--- src/verilog/wdt_pkg.sv ---
// Package with the watchdog timer constants, mode codes and field widths.
package wdt_pkg;

  // Core clock and the low-frequency oscillator that times the watchdog.
  localparam int CORE_CLK_HZ   = 10_000_000;
  localparam int LF_OSC_HZ     = 31_000;
  localparam int TICK_PERIOD_MS = 1;
  localparam int MS_PER_S      = 1_000;

  // Core cycles per oscillator pulse and oscillator pulses per 1 ms tick.
  localparam int LF_DIV_CYCLES = CORE_CLK_HZ / LF_OSC_HZ;
  localparam int LF_PER_TICK   = (LF_OSC_HZ * TICK_PERIOD_MS) / MS_PER_S;
  localparam int DIV_W         = 16;

  // Mode field encodings.
  localparam logic [1:0] MODE_OFF      = 2'h0;
  localparam logic [1:0] MODE_SOFTWARE = 2'h1;
  localparam logic [1:0] MODE_AWAKE    = 2'h2;
  localparam logic [1:0] MODE_ALWAYS   = 2'h3;

  // Prescale field: the period is two to the power of the field, in ms ticks.
  localparam int          PS_W         = 5;
  localparam logic [4:0]  PS_MAX       = 5'h12;
  localparam logic [4:0]  PS_RESET     = 5'h0B;
  localparam int          CNT_W        = 19;
  localparam logic [18:0] CNT_ONE      = 19'h0_0001;
  localparam logic [18:0] CNT_ZERO     = 19'h0_0000;

endpackage

--- src/verilog/wdt_tick_gen.sv ---
// Tick generator: oscillator-rate pulses and the nominal 1 ms watchdog tick.
`timescale 1ns/100ps
module wdt_tick_gen #(
  parameter int LF_DIV  = wdt_pkg::LF_DIV_CYCLES,
  parameter int PER_TICK = wdt_pkg::LF_PER_TICK
) (
  // Clock and reset.
  input  wire logic core_clk,
  input  wire logic rstn,
  // Restarts the partial tick count.
  input  wire logic tick_clear,
  // One-cycle pulse per 1 ms tick.
  output logic      ms_tick
);

  typedef struct packed {
    logic [wdt_pkg::DIV_W-1:0] lf_cnt;
    logic [wdt_pkg::DIV_W-1:0] ms_cnt;
    logic                      tick;
  } wdt_tick_state_type;

  localparam logic [wdt_pkg::DIV_W-1:0] LF_LAST  = wdt_pkg::DIV_W'(LF_DIV - 1);
  localparam logic [wdt_pkg::DIV_W-1:0] MS_LAST  = wdt_pkg::DIV_W'(PER_TICK - 1);
  localparam logic [wdt_pkg::DIV_W-1:0] DIV_ZERO = 16'h0000;
  localparam logic [wdt_pkg::DIV_W-1:0] DIV_ONE  = 16'h0001;

  wdt_tick_state_type q;
  wdt_tick_state_type d;
  logic               lf_pulse;

  // The oscillator divider runs free; only the partial tick is restarted.
  always_comb begin
    d        = q;
    d.tick   = 1'b0;
    lf_pulse = (q.lf_cnt == LF_LAST);
    d.lf_cnt = lf_pulse ? DIV_ZERO : q.lf_cnt + DIV_ONE;
    if (tick_clear) begin
      d.ms_cnt = DIV_ZERO;
    end else if (lf_pulse) begin
      if (q.ms_cnt == MS_LAST) begin
        d.ms_cnt = DIV_ZERO;
        d.tick   = 1'b1;
      end else begin
        d.ms_cnt = q.ms_cnt + DIV_ONE;
      end
    end
  end

  // State register.
  always_ff @(posedge core_clk or negedge rstn) begin
    if (!rstn) begin
      q <= '0;
    end else begin
      q <= d;
    end
  end

  assign ms_tick = q.tick;

endmodule

--- src/verilog/wdt_top.sv ---
// Watchdog timer core: mode select, prescaled counter, clearing and status flags.
// Functional notes
// - Counter advances only on ticks from the low-frequency oscillator, nominal 1 ms each.
// - Two-bit mode field picks one of four modes; 00 always disables.
// - Mode 11 keeps the watchdog active awake and asleep, ignoring software enable.
// - Mode 10 is active while awake and disabled during sleep.
// - Mode 01 follows the software enable bit, regardless of sleep.
// - Prescale field selects the period from 1 ms to 256 s.
// - After reset the prescale selects a nominal two second period.
// - Any reset and the clear instruction clear the counter.
// - Sleep entry and exit clear the counter; counting in sleep follows mode.
// - Oscillator failure, disabled watchdog and running start-up timer hold counter clear.
// - After sleep exit the counter stays clear until the start-up timer finishes.
// - Time-out during sleep wakes the device instead of resetting it.
// - Time-out updates the expiry and power-down flags and sets the reset flag.
// - Changing the internal oscillator divider does not touch the counter.
`timescale 1ns/100ps
module wdt_top #(
  parameter int LF_DIV   = wdt_pkg::LF_DIV_CYCLES,
  parameter int PER_TICK = wdt_pkg::LF_PER_TICK
) (
  // Clock and reset.
  input  wire logic                      core_clk,
  input  wire logic                      rstn,
  // Configuration and control.
  input  wire logic [1:0]                watchdog_mode_cfg,
  input  wire logic                      software_watchdog_enable,
  input  wire logic                      prescale_wr,
  input  wire logic [wdt_pkg::PS_W-1:0]  prescale_wdata,
  input  wire logic                      reset_flag_clr,
  // Device state.
  input  wire logic                      watchdog_clear_instr,
  input  wire logic                      sleep_mode,
  input  wire logic                      osc_fail,
  input  wire logic                      osc_startup_running,
  // Status.
  output logic [wdt_pkg::PS_W-1:0]       timeout_prescale_sel,
  output logic [wdt_pkg::CNT_W-1:0]      watchdog_count,
  output logic                           expiry_status_n,
  output logic                           powerdown_status_n,
  output logic                           watchdog_reset_flag,
  // Events.
  output logic                           wdt_reset_req,
  output logic                           wdt_wake_req
);

  typedef struct packed {
    logic                         sleep;
    logic [wdt_pkg::CNT_W-1:0]    count;
    logic [wdt_pkg::PS_W-1:0]     prescale;
    logic                         to_n;
    logic                         pd_n;
    logic                         rflag;
    logic                         reset_pulse;
    logic                         wake_pulse;
  } wdt_state_type;

  wdt_state_type q;
  wdt_state_type d;
  logic          ms_tick;
  logic          active;
  logic          hold_clear;
  logic          sleep_enter;
  logic          sleep_exit;
  logic          timeout;

  // Decides whether the watchdog runs for a mode, enable and sleep state.
  function automatic logic wdt_active(input logic [1:0] mode, input logic swen, input logic slp);
    logic act;
    act = 1'b0;
    case (mode)
      wdt_pkg::MODE_ALWAYS:   act = 1'b1;
      wdt_pkg::MODE_AWAKE:    act = !slp;
      wdt_pkg::MODE_SOFTWARE: act = swen;
      default:                act = 1'b0;
    endcase
    return act;
  endfunction

  // Last tick count of a period; fields above the top value act as 256 s.
  function automatic logic [wdt_pkg::CNT_W-1:0] period_last(input logic [wdt_pkg::PS_W-1:0] sel);
    logic [wdt_pkg::PS_W-1:0] s;
    s = (sel > wdt_pkg::PS_MAX) ? wdt_pkg::PS_MAX : sel;
    return (wdt_pkg::CNT_ONE << s) - wdt_pkg::CNT_ONE;
  endfunction

  // Tick source; it takes no input from the oscillator divider select.
  wdt_tick_gen #(
    .LF_DIV   (LF_DIV),
    .PER_TICK (PER_TICK)
  ) u_wdt_tick_gen (
    .core_clk   (core_clk),
    .rstn       (rstn),
    .tick_clear (hold_clear),
    .ms_tick    (ms_tick)
  );

  // Clearing conditions and time-out detection.
  always_comb begin
    sleep_enter = sleep_mode && !q.sleep;
    sleep_exit  = !sleep_mode && q.sleep;
    active      = wdt_active(watchdog_mode_cfg, software_watchdog_enable, sleep_mode);
    hold_clear  = !active || watchdog_clear_instr || sleep_enter || sleep_exit
                  || osc_fail || osc_startup_running;
    // A count left above a freshly shortened period expires at the next tick instead of running on.
    timeout     = !hold_clear && ms_tick && (q.count >= period_last(q.prescale));
  end

  // Next-state logic for the counter, the prescale and the status flags.
  always_comb begin
    d             = q;
    d.sleep       = sleep_mode;
    d.reset_pulse = 1'b0;
    d.wake_pulse  = 1'b0;
    if (prescale_wr) begin
      d.prescale = prescale_wdata;
    end
    // The counter counts up only on the 1 ms tick and never on the divider select.
    if (hold_clear || timeout) begin
      d.count = wdt_pkg::CNT_ZERO;
    end else if (ms_tick) begin
      d.count = q.count + wdt_pkg::CNT_ONE;
    end
    // The clear instruction restores both status flags; sleep entry drops power-down.
    if (watchdog_clear_instr) begin
      d.to_n = 1'b1;
      d.pd_n = 1'b1;
    end
    if (sleep_enter) begin
      d.pd_n = 1'b0;
    end
    if (reset_flag_clr) begin
      d.rflag = 1'b0;
    end
    // A time-out wins over a clear of the same flag in the same cycle.
    if (timeout) begin
      d.to_n  = 1'b0;
      d.pd_n  = !sleep_mode;
      d.rflag = 1'b1;
      if (sleep_mode) begin
        d.wake_pulse = 1'b1;
      end else begin
        d.reset_pulse = 1'b1;
      end
    end
  end

  // State register; the prescale returns to the two second setting on reset.
  always_ff @(posedge core_clk or negedge rstn) begin
    if (!rstn) begin
      q          <= '0;
      q.prescale <= wdt_pkg::PS_RESET;
      q.to_n     <= 1'b1;
      q.pd_n     <= 1'b1;
    end else begin
      q <= d;
    end
  end

  // Outputs come straight from the state register.
  assign timeout_prescale_sel = q.prescale;
  assign watchdog_count       = q.count;
  assign expiry_status_n      = q.to_n;
  assign powerdown_status_n   = q.pd_n;
  assign watchdog_reset_flag  = q.rflag;
  assign wdt_reset_req        = q.reset_pulse;
  assign wdt_wake_req         = q.wake_pulse;

  // Checks on the watchdog behaviour.
  property p_off_holds_zero;
    @(posedge core_clk) disable iff (!rstn)
    (watchdog_mode_cfg == wdt_pkg::MODE_OFF) |=> (watchdog_count == wdt_pkg::CNT_ZERO);
  endproperty
  a_off_holds_zero: assert property (p_off_holds_zero) else $error("Counter moved while mode is off.");

  property p_always_counts;
    @(posedge core_clk) disable iff (!rstn)
    (watchdog_mode_cfg == wdt_pkg::MODE_ALWAYS) && ms_tick && !osc_fail && !osc_startup_running
    && !watchdog_clear_instr && (sleep_mode == q.sleep) && !timeout
    |=> (watchdog_count == $past(watchdog_count) + wdt_pkg::CNT_ONE);
  endproperty
  a_always_counts: assert property (p_always_counts) else $error("Always-on mode failed to count.");

  property p_awake_mode_sleep_idle;
    @(posedge core_clk) disable iff (!rstn)
    (watchdog_mode_cfg == wdt_pkg::MODE_AWAKE) && sleep_mode |=> !wdt_wake_req && !wdt_reset_req;
  endproperty
  a_awake_mode_sleep_idle: assert property (p_awake_mode_sleep_idle) else $error("Time-out in sleep for mode 10.");

  property p_sw_disabled;
    @(posedge core_clk) disable iff (!rstn)
    (watchdog_mode_cfg == wdt_pkg::MODE_SOFTWARE) && !software_watchdog_enable
    |=> (watchdog_count == wdt_pkg::CNT_ZERO);
  endproperty
  a_sw_disabled: assert property (p_sw_disabled) else $error("Software-disabled watchdog counted.");

  property p_clear_instr;
    @(posedge core_clk) disable iff (!rstn)
    watchdog_clear_instr |=> (watchdog_count == wdt_pkg::CNT_ZERO) && expiry_status_n && powerdown_status_n;
  endproperty
  a_clear_instr: assert property (p_clear_instr) else $error("Clear instruction did not clear.");

  property p_ost_hold;
    @(posedge core_clk) disable iff (!rstn)
    (osc_startup_running || osc_fail) |=> (watchdog_count == wdt_pkg::CNT_ZERO);
  endproperty
  a_ost_hold: assert property (p_ost_hold) else $error("Counter ran during start-up or failure.");

  property p_sleep_edge_clear;
    @(posedge core_clk) disable iff (!rstn)
    ($rose(sleep_mode) || $fell(sleep_mode)) |=> (watchdog_count == wdt_pkg::CNT_ZERO);
  endproperty
  a_sleep_edge_clear: assert property (p_sleep_edge_clear) else $error("Sleep change did not clear.");

  property p_timeout_limit;
    @(posedge core_clk) disable iff (!rstn)
    (watchdog_count > period_last(timeout_prescale_sel)) |=> (watchdog_count <= $past(watchdog_count));
  endproperty
  a_timeout_limit: assert property (p_timeout_limit) else $error("Counter passed its period.");

  property p_sleep_wakes;
    @(posedge core_clk) disable iff (!rstn)
    wdt_wake_req |-> !expiry_status_n && !powerdown_status_n && watchdog_reset_flag && !wdt_reset_req;
  endproperty
  a_sleep_wakes: assert property (p_sleep_wakes) else $error("Wake without proper status.");

  property p_awake_resets;
    @(posedge core_clk) disable iff (!rstn)
    timeout && !sleep_mode |=> wdt_reset_req && !expiry_status_n && powerdown_status_n ##1 !wdt_reset_req;
  endproperty
  a_awake_resets: assert property (p_awake_resets) else $error("Awake time-out gave no reset pulse.");

  c_reset_req: cover property (@(posedge core_clk) disable iff (!rstn) wdt_reset_req);
  c_wake_req:  cover property (@(posedge core_clk) disable iff (!rstn) wdt_wake_req);
  c_clear_run: cover property (@(posedge core_clk) disable iff (!rstn)
                              (watchdog_count != wdt_pkg::CNT_ZERO) ##1 watchdog_clear_instr);
  c_sleep_run: cover property (@(posedge core_clk) disable iff (!rstn)
                              sleep_mode && ms_tick && (watchdog_mode_cfg == wdt_pkg::MODE_ALWAYS));

endmodule

--- config.mk ---
export PLATFORM = sky130hd
export DESIGN_NAME = wdt_top
export DESIGN_NICKNAME = d
export VERILOG_FILES = /design/src/verilog/wdt_pkg.sv /design/src/verilog/wdt_tick_gen.sv /design/src/verilog/wdt_top.sv
export SDC_FILE = /design/constraint.sdc
export NUM_CORES = 1
export LEC_CHECK = 0
export BUFFER_PORTS_ARGS = -buffer_cell sky130_fd_sc_hd__buf_2
export CAP_MARGIN = 0
export CELL_PAD_IN_SITES_DETAIL_PLACEMENT = 1
export CELL_PAD_IN_SITES_GLOBAL_PLACEMENT = 1
export CORE_MARGIN = 3
export CORE_UTILIZATION = 45
export DETAILED_ROUTE_END_ITERATION = 10
export PLACE_DENSITY = 0.88
export REMOVE_ABC_BUFFERS = 1
export SYNTH_ARGS = -nofsm -noshare
export SYNTH_HDL_FRONTEND = slang
export SYNTH_HIERARCHICAL = 1
export SYNTH_SLANG_ARGS = --single-unit
--- constraint.sdc ---
create_clock -name core_clk -period 4.4 [get_ports core_clk]
set_input_delay 0.22 -clock core_clk [delete_from_list [all_inputs] [get_ports core_clk]]
set_output_delay 0.22 -clock core_clk [all_outputs]
set_load 0.02 [all_outputs]
==> reports/results.ini <==
[status]
outcome = finished clean

[yosys]
ys_types = 52
synth_top_area_frac = 0.3496
yosys.area.top_type = dfrtp_1
syn_area_sq_um = 4151
synth_warnings = 6
synth_edf_count = 0
synthArstFlopShare = 1.000
ys_ff_latch = 63
postSynthAreaPerCell_sq_um = 9.084
yosys_most_used_dff = dfrtp_1
syn_inst = 457
seq_area_frac_synth = 0.3813
synth.area.top_cells = dfrtp_1 35%, ha_1 7.5%, buf_4 4.5%

[clocking]
h-tree-depth = 3
cts_root_buf = clkbuf_8
clock-sinks = 63
cts_buffers = 9
clk_path_buf_depth = 2
path_clk_slew_ns = 0.08
tritoncts = built
clk_latency_ns = 0.34

[critical_path]
r2r_slack_ns = 0.30
endpoint_kind = flip-flop
reg2reg_from = timeout_prescale_sel[3]
timing.rr.end = watchdog_count[5]
crit_path_max_fanout = 16
worstSetupPathType = flip-flop to flip-flop
rr_worst_depth = 15
cp.arrival_ns = 4.34
start_kind = flip-flop
required_ns = 4.64

[global_routing]
grt_pass1_wl_um = 18150
grt-ovfl-total = 0
antenna_found_initial = 0
track_usage = 0.2186
grt_max_degree = 64
grt_pass1_vias = 3750

[timing]
setup_viol_count_final = 0
hold_viol = 0
finalMaxSlewViolations = 0
skew_ns = 0.01459
min_period_ns = 4.102
fmax_ghz = 0.2438
rsz0062_at_grt = no
tightest_slew_ns = 0.8511
max_slew_margin = 0.4305
tns_ns = 0
hold_ws_ns = 0.03861
period_share = 0.9323

[routing]
via_count = 3609
drc = 0
via_per_inst = 6.148
wl_um = 10930
postRouteAntennaNets = 0
drtIter0Drc = 86
wl_per_cell_um = 18.62
first_pass_iters = 4

[placement]
hpwl_um = 7677
portBuffers = 44
dp_cells = 571
gp_congestion = 0.8240

[die]
ios = 45
die_w_um = 102.1
start_util = 0.4692
die_h_um = 102.1
core_sq_um = 8848
row_count = 34
die_area_sq_um = 10410

[power_and_ir_drop]
vdd_ir_drop_max_mv = 0.1491
p_leak_nw = 1.994
p_per_area_nw_per_um2 = 283.5

[layout]
layout_commonest_cell = dfrtp_1
regMostFlops = u_wdt_tick_gen/q
largest_reg_flops = 32
fin_cells = 587
areaGrowthSynthToFinish_pct = 8.620
fill_cells = 1050
layout_common_cells = 58 x dfrtp_1, 44 x buf_2, 40 x nand2_1
insertedDiodeCount = 0
drive_gt1_frac = 0.1691
utilization = 0.5096
fin_nets = 515

[job]
cap_violations = 0

[worst_hold_path]
hold_path.class = primary input to async pin

-- worst max-delay path: stages (launching register included) --
cell and delay [ns]:
dfstp_2 0.45, or3_1 0.46, or3_1 0.36, ha_2 0.25
nor3_1 0.28, nand3_1 0.12, a21oi_1 0.20, a21oi_1 0.08
ha_1 0.29, and4_1 0.19, and3_1 0.18, o21ai_1 0.14
nor4b_4 0.20, buf_4 0.25, nand4_2 0.19, o311ai_1 0.35
-- per-stage QoR --
step                      power (W)  instance area [sq um]  worst slack, ns
final                      0.001278                   4509           0.2977
after detailed placement  0.0007299                   4287           0.1308
after global routing       0.001341                   4509          0.05936
after global placement    0.0007223                   4287           0.4872
after CTS                  0.001299                   4502          0.01197
after floorplan           0.0006779                   3886           0.3464
-- synth_stat cells, drive strengths merged, types with 7 or more instances --
library cell	number
dfrtp	58
nand2	40
nand3	33
buf	29
ha	25
nor2	25
nor3	24
nand4	19
a21oi	18
and3	16
clkbuf	15
inv	15
xnor2	15
o21ai	12
a21o	11
a32o	11
xor2	11
and4	9
nor4	9
or3	7
-- power breakdown --
group	switching, W	internal [W]	leakage (nW)
clock	0.000226	0.000333	0.110
sequential	0.0000161	0.000588	0.842
combinational	0.0000707	0.0000445	1.04
total	0.000312	0.000966	1.99
-- layout make-up --
type	count	area, sq um	share of cell area
multi-input combinational	335	2255	0.5000
tap	108	135.1	0.02997
clock inverter	4	70.07	0.01554
timing repair buffer	50	265.3	0.05882
sequential	63	1583	0.3510
clock buffer	12	145.1	0.03219
inverter	15	56.30	0.01249
-- how the worst max path moves through the flow --
stage / startpoint / end / slack (ns) / depth (start not counted)
2_1_floorplan: timeout_prescale_sel[2] / powerdown_status_n / 0.35 / 14
3_3_place_gp: timeout_prescale_sel[3] / powerdown_status_n / 0.49 / 15
3_5_place_dp: timeout_prescale_sel[3] / powerdown_status_n / 0.13 / 15
4_1_cts: timeout_prescale_sel[3] / powerdown_status_n / 0.01 / 15
5_1_grt: timeout_prescale_sel[3] / watchdog_count[5] / 0.06 / 16
6_report: timeout_prescale_sel[3] / watchdog_count[5] / 0.30 / 15
-- kinds of logic after synthesis --
group	count (synthesis)	share of synthesized area
DFF	63	0.3813
muxes	5	0.01326
buffers and inverters	59	0.07745
adders and majority gates	25	0.07535
and+or+nand+nor	202	0.2661
AOI/OAI and AO/OA	77	0.1317
xor gates and xnor gates	26	0.05485
-- what timing repair did --
item / in CTS / in global routing
buffers inserted: 0 / 0
gates resized for setup: 0 / 2
hold buffers: 0 / 0
endpoints found under the setup margin: 0 / 7
-- per-layer routing --
metal / wire length (um) / part of all wire / GRT usage
met5: 0 / 0 / 0
met2: 5674 / 0.52 / 0.3898
met4: 190 / 0.017 / 0.06761
met1: 4755 / 0.44 / 0.2656
met3: 311 / 0.028 / 0.04300
(Power assumes the default switching activity.)
